$ cat config.mk
export PLATFORM = sky130hd
export DESIGN_NAME = rsc_top
export DESIGN_NICKNAME = d
export VERILOG_FILES = /design/src/rsc_pkg.sv /design/src/rsc_gate.sv /design/src/rsc_sync.sv /design/src/rsc_top.sv
export SDC_FILE = /design/constraint.sdc
export NUM_CORES = 1
export LEC_CHECK = 0
export ABC_AREA = 0
export BUFFER_PORTS_ARGS = -buffer_cell sky130_fd_sc_hd__buf_2
export CORE_ASPECT_RATIO = 0.6
export CORE_MARGIN = 8
export CORE_UTILIZATION = 37
export DETAILED_ROUTE_END_ITERATION = 6
export PLACE_DENSITY = 0.65
export RECOVER_POWER = 50
export SLEW_MARGIN = 0
export SYNTH_ARGS = -nofsm -noshare
export SYNTH_HDL_FRONTEND = slang
export SYNTH_SLANG_ARGS = --single-unit
$ cat constraint.sdc
create_clock -name clk -period 10.2 [get_ports clk]
set_input_delay 2.04 -clock clk [delete_from_list [all_inputs] [get_ports clk]]
set_output_delay 2.04 -clock clk [all_outputs]
set_load 0.02 [all_outputs]
$ cat src/rsc_pkg.sv
/*
  Shared constants, register map, types and timing for the regulator
  supervisory controller.
  Assumes a 250 MHz system clock.
*/
`default_nettype none
package rsc_pkg;
  // Timing.
  localparam int CLK_HZ = 250_000_000;
  localparam int CYC_PER_MS = CLK_HZ / 1000;
  localparam int CYC_PER_US = CLK_HZ / 1_000_000;
  localparam int PWR_OFF_MS = 2000;
  localparam int PWR_OFF_CYC = CYC_PER_MS * PWR_OFF_MS;
  localparam int OPEN_MS = 1000;
  localparam int OPEN_CYC = CYC_PER_MS * OPEN_MS;
  localparam int OVER_MS = 20;
  localparam int OVER_CYC = CYC_PER_MS * OVER_MS;
  localparam int FIRE_US = 10;
  localparam int FIRE_CYC = CYC_PER_US * FIRE_US;
  localparam int HALF_US = 8333;
  localparam int HALF_CYC = CYC_PER_US * HALF_US;
  localparam int CNT_W = 32;
  localparam int DLY_W = 22;
  // Feedback scaling.
  localparam int MV_W = 12;
  localparam int SHUNT_OHM = 15;
  localparam int OPEN_MA = 1500;
  localparam int RATIO_LO = 100;
  localparam int RATIO_HI = 300;
  localparam logic [11:0] OPEN_MV_LO = 12'(OPEN_MA * SHUNT_OHM / RATIO_LO);
  localparam logic [11:0] OPEN_MV_HI = 12'(OPEN_MA * SHUNT_OHM / RATIO_HI);
  localparam logic [11:0] STEP1_MV = 12'h1A4;
  localparam logic [11:0] STEP2_MV = 12'h1FE;
  localparam logic [11:0] STEP3_MV = 12'h267;
  localparam logic [11:0] STEP4_MV = 12'h30C;
  localparam logic [11:0] STEP5_MV = 12'h3DE;
  localparam logic [2:0] STEPS_3 = 3'h3;
  localparam logic [2:0] STEPS_5 = 3'h5;
  // Switch codes.
  localparam logic [2:0] SW_OFF = 3'h0;
  localparam logic [2:0] SW_REMOTE = 3'h7;
  // Register map, byte offsets.
  localparam logic [7:0] REG_CTRL = 8'h00;
  localparam logic [7:0] REG_STATUS = 8'h04;
  localparam logic [7:0] REG_INT_STAT = 8'h08;
  localparam logic [7:0] REG_INT_MASK = 8'h0C;
  localparam logic [7:0] REG_OVER_LIM = 8'h10;
  localparam logic [7:0] REG_TRIM = 8'h14;
  localparam int CTRL_STYLE5 = 0;
  localparam int CTRL_RATIO_HI = 1;
  localparam logic [1:0] CTRL_RST = 2'h1;
  localparam logic [11:0] OVER_LIM_RST = 12'h44C;
  localparam logic [7:0] TRIM_RST = 8'h00;
  localparam int INT_W = 4;
  localparam int INT_OVER = 0;
  localparam int INT_OPEN = 1;
  localparam int INT_CLEAR = 2;
  localparam int INT_MODE = 3;
  typedef struct packed {
    logic read;
    logic write;
    logic [7:0] addr;
    logic [31:0] wdata;
  } rsc_bus_t;
  typedef enum logic [2:0] {
    ST_OFF = 3'b001,
    ST_RUN = 3'b010,
    ST_FAULT = 3'b100
  } rsc_state_t;
endpackage
`default_nettype wire

$ cat src/rsc_gate.sv
/*
  Thyristor firing control: phase delay after each zero cross, trimmed
  toward the target feedback level on every sample outside the deadband.
  Assumes zc is a synchronised one-cycle pulse per half cycle.
*/
`timescale 1ns/1ps
`default_nettype none
module rsc_gate
  import rsc_pkg::*;
#(
  parameter int HALF = HALF_CYC,
  parameter int FIRE = FIRE_CYC,
  parameter logic [DLY_W-1:0] STEP = 22'h00_0400
) (
  input wire logic clk,
  input wire logic rstn,
  input wire logic en,
  input wire logic zc,
  input wire logic smp_vld,
  input wire logic [MV_W-1:0] meas_mv,
  input wire logic [MV_W-1:0] target_mv,
  output logic gate_q
);
  logic [DLY_W-1:0] dly_q, dly_d, cnt_q, cnt_d;
  logic gate_d;
  logic [MV_W-1:0] band;
  initial begin
    if (HALF + int'(STEP) >= (1 << DLY_W) || FIRE < 1 || FIRE >= HALF)
      $error("rsc_gate: timing parameters out of range.");
  end
  ////////////////////////////////////////////////////////////////////
  always_comb begin
    band = target_mv >> 7;
    dly_d = dly_q;
    cnt_d = cnt_q;
    gate_d = 1'b0;
    if (!en) begin
      dly_d = '0;
      cnt_d = '0;
    end else begin
      // Later firing raises the output of the resonant network.
      if (smp_vld && meas_mv + band < target_mv && dly_q + STEP < DLY_W'(HALF - FIRE)) begin
        dly_d = dly_q + STEP; // RULE_10 RULE_14
      end else if (smp_vld && meas_mv > target_mv + band && dly_q >= STEP) begin
        dly_d = dly_q - STEP; // RULE_10 RULE_14
      end
      cnt_d = zc ? '0 : (cnt_q < DLY_W'(HALF) ? cnt_q + 1'b1 : cnt_q);
      gate_d = cnt_q >= dly_q && cnt_q < dly_q + DLY_W'(FIRE); // RULE_10
    end
  end
  always_ff @(posedge clk) begin
    if (!rstn) begin
      dly_q <= '0;
      cnt_q <= '0;
      gate_q <= 1'b0;
    end else begin
      dly_q <= dly_d;
      cnt_q <= cnt_d;
      gate_q <= gate_d;
    end
  end
endmodule
`default_nettype wire

$ cat src/rsc_sync.sv
/*
  Two-stage synchroniser, one per bit.
  Assumes inputs are asynchronous to clk.
*/
`timescale 1ns/1ps
`default_nettype none
module rsc_sync #(
  parameter int W = 1
) (
  input wire logic clk,
  input wire logic rstn,
  input wire logic [W-1:0] din,
  output logic [W-1:0] dout
);
  logic [W-1:0] s1_q;
  initial begin
    if (W < 1) $error("rsc_sync: W must be at least 1.");
  end
  for (genvar i = 0; i < W; i++) begin : g_bit
    always_ff @(posedge clk) begin
      if (!rstn) begin
        s1_q[i] <= 1'b0;
        dout[i] <= 1'b0;
      end else begin
        s1_q[i] <= din[i];
        dout[i] <= s1_q[i];
      end
    end
  end
endmodule
`default_nettype wire

$ cat src/rsc_top.sv
/*
  Supervisory controller: local or remote step selection, contactor and
  remote-supply relay drive, fault latching, thyristor firing and an
  Avalon-MM register slave with interrupt.
  Assumes feedback samples in millivolts arrive on the clk domain, and
  switch, remote, phase and power pins are asynchronous.
*/
`timescale 1ns/1ps
`default_nettype none
// Summary of operation
// RULE_01: Overcurrent above limit opens the contactor.
// RULE_02: Only sustained overcurrent trips the shutdown.
// RULE_03: Fault latch cleared by OFF or power cycle.
// RULE_04: Below 1.5 A is open circuit, latched.
// RULE_05: Open circuit drops contactor within one second.
// RULE_06: Open or shorted transformer also trips.
// RULE_07: Remote inputs obeyed only in remote position.
// RULE_08: Remote position closes the remote supply relay.
// RULE_09: Contactor on only when running without fault.
// RULE_10: Gate drive regulates current to the step.
// RULE_11: Feedback ratio 100:1 or 300:1 selectable.
// RULE_12: Step targets 420 to 990 millivolts.
// RULE_13: Three or five steps per style.
// RULE_14: Loop holds current within one percent.
// RULE_15: Fault suppresses gates, ignores non-OFF commands.
module rsc_top
  import rsc_pkg::*;
#(
  parameter int PWR_OFF = PWR_OFF_CYC,
  parameter int OPEN_FILT = OPEN_CYC,
  parameter int OVER_FILT = OVER_CYC,
  parameter int HALF = HALF_CYC,
  parameter int FIRE = FIRE_CYC
) (
  input wire logic clk,
  input wire logic rstn,
  input wire logic [7:0] avs_address,
  input wire logic avs_read,
  input wire logic avs_write,
  input wire logic [31:0] avs_writedata,
  output logic [31:0] avs_readdata,
  output logic avs_waitrequest,
  input wire logic [2:0] sw_pos_pin,
  input wire logic [2:0] rem_cmd_pin,
  input wire logic phase_zc_pin,
  input wire logic pwr_ok_pin,
  input wire logic [MV_W-1:0] fb_mv,
  input wire logic fb_vld,
  output logic main_input_contactor_drv,
  output logic remote_supply_relay_drv,
  output logic gate_drv,
  output logic irq
);
  initial begin
    if (PWR_OFF < 2 || OPEN_FILT < 2 || OVER_FILT < 2)
      $error("rsc_top: filter counts must be at least 2.");
  end

  ////////////////////////////////////////////////////////////////////
  // Pin synchronisers and zero-cross edge.
  logic [2:0] sw_pos, rem_cmd;
  logic zc_s, pwr_ok, zc_prev_q, zc_pulse;
  rsc_sync #(.W(8)) u_sync (
    .clk(clk),
    .rstn(rstn),
    .din({sw_pos_pin, rem_cmd_pin, phase_zc_pin, pwr_ok_pin}),
    .dout({sw_pos, rem_cmd, zc_s, pwr_ok})
  );
  always_ff @(posedge clk) begin
    if (!rstn) begin
      zc_prev_q <= 1'b0;
    end else begin
      zc_prev_q <= zc_s;
    end
  end
  assign zc_pulse = zc_s && !zc_prev_q;
  ////////////////////////////////////////////////////////////////////
  // Register bus.
  rsc_bus_t bus;
  logic [1:0] ctrl_q, ctrl_d;
  logic [11:0] lim_q, lim_d;
  logic [7:0] trim_q, trim_d;
  logic [INT_W-1:0] ist_q, ist_d, imask_q, imask_d, ev;
  logic ack_q, ack_d;
  logic [31:0] rdata_d;
  logic wr, rd;
  rsc_state_t st_q, st_d;
  logic [2:0] step_q, step_d;
  logic fault_over_q, fault_over_d, fault_open_q, fault_open_d;
  logic remote_q, remote_d;
  assign bus = '{read: avs_read, write: avs_write, addr: avs_address, wdata: avs_writedata};
  assign avs_waitrequest = (bus.read || bus.write) && !ack_q;
  assign wr = bus.write && ack_q;
  assign rd = bus.read && !ack_q;
  always_comb begin
    ctrl_d = ctrl_q;
    lim_d = lim_q;
    trim_d = trim_q;
    imask_d = imask_q;
    ist_d = ist_q;
    ack_d = (bus.read || bus.write) && !ack_q;
    rdata_d = '0;
    if (wr) begin
      unique case ({bus.addr[7:2], 2'b00})
        REG_CTRL: ctrl_d = bus.wdata[1:0];
        REG_INT_STAT: ist_d = ist_q & ~bus.wdata[INT_W-1:0];
        REG_INT_MASK: imask_d = bus.wdata[INT_W-1:0];
        REG_OVER_LIM: lim_d = bus.wdata[11:0];
        REG_TRIM: trim_d = bus.wdata[7:0];
        default: ;
      endcase
    end
    ist_d = ist_d | ev;
    if (rd) begin
      unique case ({bus.addr[7:2], 2'b00})
        REG_CTRL: rdata_d = {30'h0, ctrl_q};
        REG_STATUS: rdata_d = {22'h0, pwr_ok, st_q, step_q, remote_q,
                               fault_open_q, fault_over_q};
        REG_INT_STAT: rdata_d = {28'h0, ist_q};
        REG_INT_MASK: rdata_d = {28'h0, imask_q};
        REG_OVER_LIM: rdata_d = {20'h0, lim_q};
        REG_TRIM: rdata_d = {24'h0, trim_q};
        default: rdata_d = '0;
      endcase
    end
  end
  always_ff @(posedge clk) begin
    if (!rstn) begin
      ctrl_q <= CTRL_RST;
      lim_q <= OVER_LIM_RST;
      trim_q <= TRIM_RST;
      ist_q <= '0;
      imask_q <= '0;
      ack_q <= 1'b0;
      avs_readdata <= '0;
      irq <= 1'b0;
    end else begin
      ctrl_q <= ctrl_d;
      lim_q <= lim_d;
      trim_q <= trim_d;
      ist_q <= ist_d;
      imask_q <= imask_d;
      ack_q <= ack_d;
      avs_readdata <= rd ? rdata_d : avs_readdata;
      irq <= |(ist_d & imask_d);
    end
  end
  ////////////////////////////////////////////////////////////////////
  // Command selection.
  logic [2:0] cmd, max_step, step_sel;
  logic cmd_off, is_remote;
  always_comb begin
    is_remote = sw_pos == SW_REMOTE; // RULE_07
    cmd = is_remote ? rem_cmd : sw_pos; // RULE_07
    max_step = ctrl_q[CTRL_STYLE5] ? STEPS_5 : STEPS_3; // RULE_13
    cmd_off = cmd == SW_OFF || cmd == SW_REMOTE;
    step_sel = cmd > max_step ? max_step : cmd; // RULE_13
  end
  ////////////////////////////////////////////////////////////////////
  // Fault filters and power-cycle detection.
  logic [MV_W-1:0] fb_q, fb_d, open_mv;
  logic [CNT_W-1:0] over_cnt_q, over_cnt_d, open_cnt_q, open_cnt_d;
  logic [CNT_W-1:0] pwr_cnt_q, pwr_cnt_d;
  logic trip_over, trip_open, pwr_cycled;
  always_comb begin
    fb_d = fb_vld ? fb_mv : fb_q;
    open_mv = ctrl_q[CTRL_RATIO_HI] ? OPEN_MV_HI : OPEN_MV_LO; // RULE_11
    over_cnt_d = '0;
    open_cnt_d = '0;
    if (st_q == ST_RUN && fb_q > lim_q) begin
      over_cnt_d = over_cnt_q + 1'b1; // RULE_02
    end
    // No feedback also covers an open or shorted current transformer.
    if (st_q == ST_RUN && fb_q < open_mv) begin
      open_cnt_d = open_cnt_q + 1'b1; // RULE_04 RULE_06
    end
    trip_over = over_cnt_q >= CNT_W'(OVER_FILT - 1) && fb_q > lim_q; // RULE_01 RULE_02
    trip_open = open_cnt_q >= CNT_W'(OPEN_FILT - 1) && fb_q < open_mv; // RULE_05
    pwr_cnt_d = pwr_ok ? '0 :
                (pwr_cnt_q < CNT_W'(PWR_OFF) ? pwr_cnt_q + 1'b1 : pwr_cnt_q);
    pwr_cycled = pwr_ok && pwr_cnt_q >= CNT_W'(PWR_OFF); // RULE_03
  end
  always_ff @(posedge clk) begin
    if (!rstn) begin
      fb_q <= '0;
      over_cnt_q <= '0;
      open_cnt_q <= '0;
      pwr_cnt_q <= '0;
    end else begin
      fb_q <= fb_d;
      over_cnt_q <= over_cnt_d;
      open_cnt_q <= open_cnt_d;
      pwr_cnt_q <= pwr_cnt_d;
    end
  end
  ////////////////////////////////////////////////////////////////////
  // Supervisory state machine.
  logic contactor_d;
  always_comb begin
    st_d = st_q;
    step_d = step_q;
    fault_over_d = fault_over_q;
    fault_open_d = fault_open_q;
    remote_d = is_remote;
    ev = '0;
    unique case (st_q)
      ST_OFF: begin
        step_d = cmd_off ? 3'h0 : step_sel;
        if (!cmd_off) st_d = ST_RUN;
      end
      ST_RUN: begin
        step_d = cmd_off ? 3'h0 : step_sel;
        if (trip_over || trip_open) begin
          st_d = ST_FAULT; // RULE_01 RULE_04
          step_d = 3'h0; // RULE_15
          fault_over_d = trip_over;
          fault_open_d = trip_open;
        end else if (cmd_off) begin
          st_d = ST_OFF;
        end
      end
      ST_FAULT: begin
        // Step commands are held off until the latch clears.
        if (cmd_off || pwr_cycled) begin
          st_d = ST_OFF; // RULE_03 RULE_15
          step_d = 3'h0;
          fault_over_d = 1'b0;
          fault_open_d = 1'b0;
          ev[INT_CLEAR] = 1'b1;
        end
      end
      default: st_d = ST_OFF;
    endcase
    ev[INT_OVER] = st_q == ST_RUN && trip_over;
    ev[INT_OPEN] = st_q == ST_RUN && trip_open;
    ev[INT_MODE] = remote_q != is_remote;
    contactor_d = st_d == ST_RUN; // RULE_09
  end
  always_ff @(posedge clk) begin
    if (!rstn) begin
      st_q <= ST_OFF;
      step_q <= 3'h0;
      fault_over_q <= 1'b0;
      fault_open_q <= 1'b0;
      remote_q <= 1'b0;
      main_input_contactor_drv <= 1'b0;
      remote_supply_relay_drv <= 1'b0;
    end else begin
      st_q <= st_d;
      step_q <= step_d;
      fault_over_q <= fault_over_d;
      fault_open_q <= fault_open_d;
      remote_q <= remote_d;
      main_input_contactor_drv <= contactor_d; // RULE_09
      remote_supply_relay_drv <= is_remote; // RULE_08
    end
  end
  ////////////////////////////////////////////////////////////////////
  // Regulation target and firing.
  logic [MV_W-1:0] base_mv, target_mv;
  always_comb begin
    unique case (step_q)
      3'h1: base_mv = STEP1_MV; // RULE_12
      3'h2: base_mv = STEP2_MV;
      3'h3: base_mv = STEP3_MV;
      3'h4: base_mv = STEP4_MV;
      3'h5: base_mv = STEP5_MV;
      default: base_mv = '0;
    endcase
    target_mv = base_mv + {{4{trim_q[7]}}, trim_q}; // RULE_14
  end
  rsc_gate #(.HALF(HALF), .FIRE(FIRE)) u_gate (
    .clk(clk),
    .rstn(rstn),
    .en(st_q == ST_RUN && main_input_contactor_drv), // RULE_15
    .zc(zc_pulse),
    .smp_vld(fb_vld),
    .meas_mv(fb_q),
    .target_mv(target_mv),
    .gate_q(gate_drv)
  );
endmodule
`default_nettype wire

# After elaboration in Yosys (flattened, before gate mapping)
# Cells that the tools add are included.
[totals] register_bits=244 input_bits=65 output_inout_bits=37 elab_cells=154
[op_classes] add_sub_neg=10 n_lt_le_gt_ge=14 eq_ne=19 mux=28 n_bitwise=6 reduce_logical=39
[ops] operator="adder 32 x 1 -> 32 bit, second input constant" n=3
[ops] operator="case mux 12 bit (6 select lines)" n=1
[ops] operator="case mux 10 bit (5 select lines)" n=1
[ops] operator="< comparator 22 x 21 -> 1 bit, second input constant" n=2
[ops] operator="two-way mux 22 bit" n=2
[ops] operator=">= comparator 32 x 23 -> 1 bit, second input constant" n=1
[ops] operator=">= comparator 32 x 28 -> 1 bit, second input constant" n=1
[ops] operator=">= comparator 32 x 29 -> 1 bit, second input constant" n=1
[ops] operator="< comparator 32 x 29 -> 1 bit, second input constant" n=1
[ops] operator="two-way mux 3 bit" n=10
[ops] operator="adder 12 x 5 -> 12 bit" n=2
[ops] operator="> comparator 12 bit" n=2
[ops] operator="adder 22 x 1 -> 22 bit, second input constant" n=1
[ops] operator="adder 22 x 11 -> 22 bit, second input constant" n=1
[ops] operator="adder 22 x 12 -> 22 bit, second input constant" n=1
[ops] operator=">= comparator 22 x 11 -> 1 bit, second input constant" n=1
[ops] operator=">= comparator 22 bit" n=1
[ops] operator="< comparator 22 bit" n=1
[ops] operator="subtractor 22 x 11 -> 22 bit, second input constant" n=1
[ops] operator="case mux 3 bit (3 select lines)" n=2
[ops] operator="logical AND 1 bit" n=17
[ops] operator="two-way mux 4 bit" n=4
[ops] operator="equality test 3 bit, second input constant" n=5
[ops] operator="AND reduction 2 bit" n=7
[ops] operator="28 further kinds" n=47

# Longest topological paths before layout
[logic_depth] ltp_word=10 depth_mapped=29 depth_no_buf=27

# By module
# A second synthesis with hierarchy kept.
[unflattened] cells_unflattened=1484 hier_area_um2=12573.3
[by_module_without_submodules] module="rsc_top" instances=1 cells_per_inst=985 area_per_inst_um2=8358.0
[by_module_without_submodules] module="rsc_gate" instances=1 cells_per_inst=466 area_per_inst_um2=3768.6
[by_module_without_submodules] module="rsc_sync" instances=1 cells_per_inst=33 area_per_inst_um2=446.7

# Worst setup path before layout
# No wires, ideal clock.
[synth_path] path_type="register to register" start="reg step_q[1]" end="reg u_gate.dly_q[21]" arrival_ps=5655 slack_ps=4430 path_stages_with_launch=28 path_buffers=1 period_less_slack_ps=5770 path_cell_list="dfxtp_1 -> clkbuf_1 -> nor2b_1 -> and2_1 -> ha_1 -> inv_1 -> fa_1 -> nand2b_1 -> a21oi_1 -> or3_1 -> a211oi_1 -> nor2_1 -> xor2_1 -> inv_1 -> fa_1 -> o31ai_1 -> a21oi_1 -> nor2b_1 -> xnor2_1 -> ha_1 -> nand4_1 -> or2_2 -> o21bai_1 -> a31o_2 -> nor3_1 -> nand3_1 -> xnor2_1 -> and3_1"
[synth_between] elab_chain_cells=8
[synth_rtl] item="from (decl)" line="rsc_top.sv:88" text="logic [2:0] step_q, step_d;"
[synth_rtl] item="from (signal assigned)" line="rsc_top.sv:250" text="step_q <= step_d;"
[synth_rtl] item="equality test 3 bit, or another cell as far along" line="rsc_top.sv:262" text="unique case (step_q)"
[synth_rtl] item="case mux 10 bit (5 select lines) *" line="rsc_top.sv:262"
[synth_rtl] item="adder 12 bit *" line="rsc_top.sv:270" text="target_mv = base_mv + {{4{trim_q[7]}}, trim_q};"
[synth_rtl] item="adder 12 x 5 -> 12 bit (on tied branches)" line="rsc_gate.sv:42, rsc_gate.sv:44"
[synth_rtl] item="< comparator 12 bit or > comparator 12 bit (tied branches)" line="rsc_gate.sv:42, rsc_gate.sv:44"
[synth_rtl] item="logical AND 1 bit (on tied branches) (2 in a row)" line="rsc_gate.sv:42, rsc_gate.sv:44"
[synth_rtl] item="two-way mux 22 bit or nonzero test 2 bit (tied branches)"
[synth_rtl] item="to (signal assigned)" line="rsc_gate.sv:57" text="dly_q <= dly_d;"
[synth_rtl] item="to (decl)" line="rsc_gate.sv:24" text="logic [DLY_W-1:0] dly_q, dly_d, cnt_q, cnt_d;"
# Every way passes the cells marked *; elsewhere a longest branch is shown, timed or not.
# A chain may end at the register's enable or synchronous reset.

# Worst setup path in the final report
[layout_path] start="reg step_q[1]" end="reg u_gate.dly_q[12]"
# Same word-level chain as after synthesis.

==> results by group <==
Outcome
  – Outcome: finished with violations
  – Failing checks: max-capacitance violations, max-slew violations

Setup path
  – Crit. End Element: flop
  – WP data arrival: 7560 ps
  – Reg2reg end: u_gate.dly_q[12]
  – Critical path peak fanout: 9
  – Startpoint types: flop
  – FF-to-FF setup slack: 3060 ps
  – CP max stage cell: dfxtp_1
  – Setup CP Type: flop to flop
  – Worst reg-to-reg path cell count: 25
  – Crit path required time: 10620 ps
  – CP max stage delay: 510 ps
  – R2R Path Start: step_q[1]

Clocking
  – H-tree depth: 1
  – Clock sinks: around 210
  – Num CTS Buffers: 22
  – CTS tree: yes
  – Root Buffer: clkbuf_16
  – Post-CTS setup buffer count: 0
  – Hold buffer count at CTS: 0
  – Clk Latency, worst-skew pair: around 540 ps
  – CTS resizes: 0
  – Max Root-Sink Buffers: 3
  – Clock transition at path regs: 70 ps

Timing
  – Clk_skew: 15.3 ps
  – Min Tclk post-route: ~7000 ps
  – Hold slack: 439 ps
  – Fin Setup TNS: 0 ps
  – Worst Tran Pin Value: 2660 ps
  – Fin. Hold Viols: 0
  – Final setup fails: 0
  – Max Fclk: about 140 MHz
  – Unrepaired setup endpoints after global routing: false
  – Final worst-path cycle share: 70.0%
  – Slew Viols, Final: 91
  – Relative slew slack: -77.4%

Logic synthesis
  – Top_reg_cell synth: dfxtp_1
  – Synth unique cells: between 60 and 70
  – Flops & latches, synth: 214
  – Seq/Total Area, Yosys: roughly a third
  – Share of flip-flops with an asynchronous set or reset: 0%
  – Warnings from Yosys: 0
  – EDFF count, synth: 0
  – Post-Syn Instances: around 1500
  – Synth Area per Inst: 8.27 sq um
  – Post-Syn Area: about 0.012 sq mm

Global route
  – First-pass GRT wire length: 49200 um
  – GRT overflow: 0
  – Antenna violations before repair: 1
  – Vias in the first global route: 9375
  – GR Util All Layers: 14.8%
  – Largest net degree at the start of global routing: 56

Finish
  – Ant. Diodes: 0
  – Post-Layout Cell Count: 1992
  – Most common cell after layout, fill and taps aside: nor2_1
  – Commonest cells after routing, fill and taps aside: nor2_1, dfxtp_1, nand2_1, ha_1
  – Synthesis-to-layout area growth: 10.6%
  – Share of layout cells above drive strength 1: 5.77%
  – # nets final: 1696

Die
  – Core area: 0.0327 sq mm
  – Num ports: 102
  – Die Y: 158 um
  – Starting Density: 37.8%
  – Die W: 252 um
  – Site Rows: 51
  – Die area: 0.0397 sq mm

Detailed routing
  – DRC viols: 0
  – Drt via density: between 5 and 6
  – Detailed Routing Iterations Pass 1: 5
  – Average wire per standard cell: 15.2 um
  – Post-route ant nets: 0
  – 1st-iter DRT viols: 964
  – Final WL: about 30000 um
  – Vias after detailed routing: ~10000

Placement
  – Hpwl dp: 23000 um
  – Gpl congestion: 0.904
  – Placed insts: 1956
  – Port buffer count: 59

Power
  – Switching part of the total: between 20% and 30%
  – Tot Pwr: 1820 uW
  – Leak: 0.00520 uW
  – Clock power frac: 46.1%
  – Sw Pwr: ~440 uW
  – Seq pwr share: about 47%
  – Peak supply drop: 95.2 uV
  – Combinational share of power: 6.8%
  – Int Pwr: 1380 uW
  – PwrDens: about 130 mW/mm^2

Min path
  – WHS Path Cells: 1
  – Min-delay worst type: flop to flop
  – Worst Hold Endpoint: u_sync.dout[4]
  – Worst hold start: u_sync.s1_q[4]

Run
  – Max Cap Violations: 2
-- registers in the layout, indices dropped and copies added, names as in the netlist --
register	count
zc_prev_q	1
remote_q	1
avs_readdata	12
u_gate.cnt_q	22
open_cnt_q	32
u_sync.s1_q	8
fault_open_q	1
main_input_contactor_drv	1
st_q	3
pwr_cnt_q	32
fault_over_q	1
irq	1
u_gate.dly_q	12
lim_q	12
u_sync.dout	8
over_cnt_q	32
ack_q	1
trim_q	8
ctrl_q	2
fb_q	12
ist_q	4
imask_q	4
u_gate.gate_q	1
step_q	3
-- final cells by class --
type	count	area (sq um)
fill	3292	19000
timing repair buffer	61	282
clock buffer	27	599
sequential	214	4280
clock inverter	9	149
inverter	65	244
multi-input combinational	1166	7560
tap	450	563
-- logic make-up after synthesis --
family | after synthesis | share of synthesized area [%]
compound gates | 241 | 12.9
xor+xnor | 146 | 10.5
fa+ha+maj | 101 | 10.4
buf+inv | 134 | 4.79
flops | 214 | 34.7
mux | 34 | 2.78
other cells | 1 | 0.0303
simple gates | 624 | 24.0
-- layer usage --
metal,track usage (%),part of all wire [%],up-vias
met5,0,0,-
met4,3.16,1.8,0
met3,3.03,7.0,41
met2,19.8,37,256
met1,23.4,54,4793
li1,-,-,5237
-- synthesized netlist by cell type (13+ instances only) --
master / count / area share [%]
nor2_1: 226 / 6.9
dfxtp_1: 214 / 35
nand2_1: 115 / 3.5
ha_1: 98 / 9.9
nand3_1: 76 / 3.1
xor2_1: 76 / 5.4
a21oi_1: 75 / 3.0
xnor2_1: 69 / 4.9
inv_1: 61 / 1.9
clkbuf_1: 43 / 1.3
nand4_1: 37 / 1.9
and3_1: 34 / 1.7
nor3_1: 33 / 1.3
o21ai_0: 33 / 1.3
mux2i_1: 31 / 2.5
and2_1: 22 / 1.1
buf_4: 21 / 1.3
a21o_1: 19 / 1.2
o21a_1: 16 / 0.97
o211ai_1: 15 / 0.91
nor2b_1: 13 / 0.66
or3_1: 13 / 0.66
-- power groups by stage --
stage	combinational, uW	sequential [uW]	clock, uW
global route	137	859	893
global placement	118	876	0
CTS	123	858	864
detailed placement	121	877	0
finish	123	858	841
floorplan	95.6	870	0
-- metrics by stage --
stage	utilization (%)	setup slack (ps)	area, sq um
floorplan	-	4430	12400
global placement	39.7	3440	13000
detailed placement	39.7	3240	13000
CTS	42.0	3170	13700
global route	41.9	2530	13700
finish	41.9	3060	13700
-- how the worst max path moves through the flow --
stage	startpoint	end	slack (ps)	depth (start not counted)
global placement	step_q[1]	u_gate.dly_q[12]	3440	25
CTS	step_q[1]	u_gate.dly_q[12]	3170	25
floorplan	step_q[1]	u_gate.dly_q[21]	4430	27
global route	step_q[1]	u_gate.dly_q[12]	2530	25
detailed placement	step_q[1]	u_gate.dly_q[12]	3240	25
finish	step_q[1]	u_gate.dly_q[12]	3060	25
-- critical path: cells and delay by family, from the launching register on --
kind,cells,cell delay (ps)
xor gates and xnor gates,2,580
DFF,1,510
buffers and inverters,1,120
and+or+nand+nor,7,1670
adders and majority gates,4,1130
AOI/OAI and AO/OA,10,2650
muxes,1,350
Note: power is estimated with default switching activity, not from simulation.
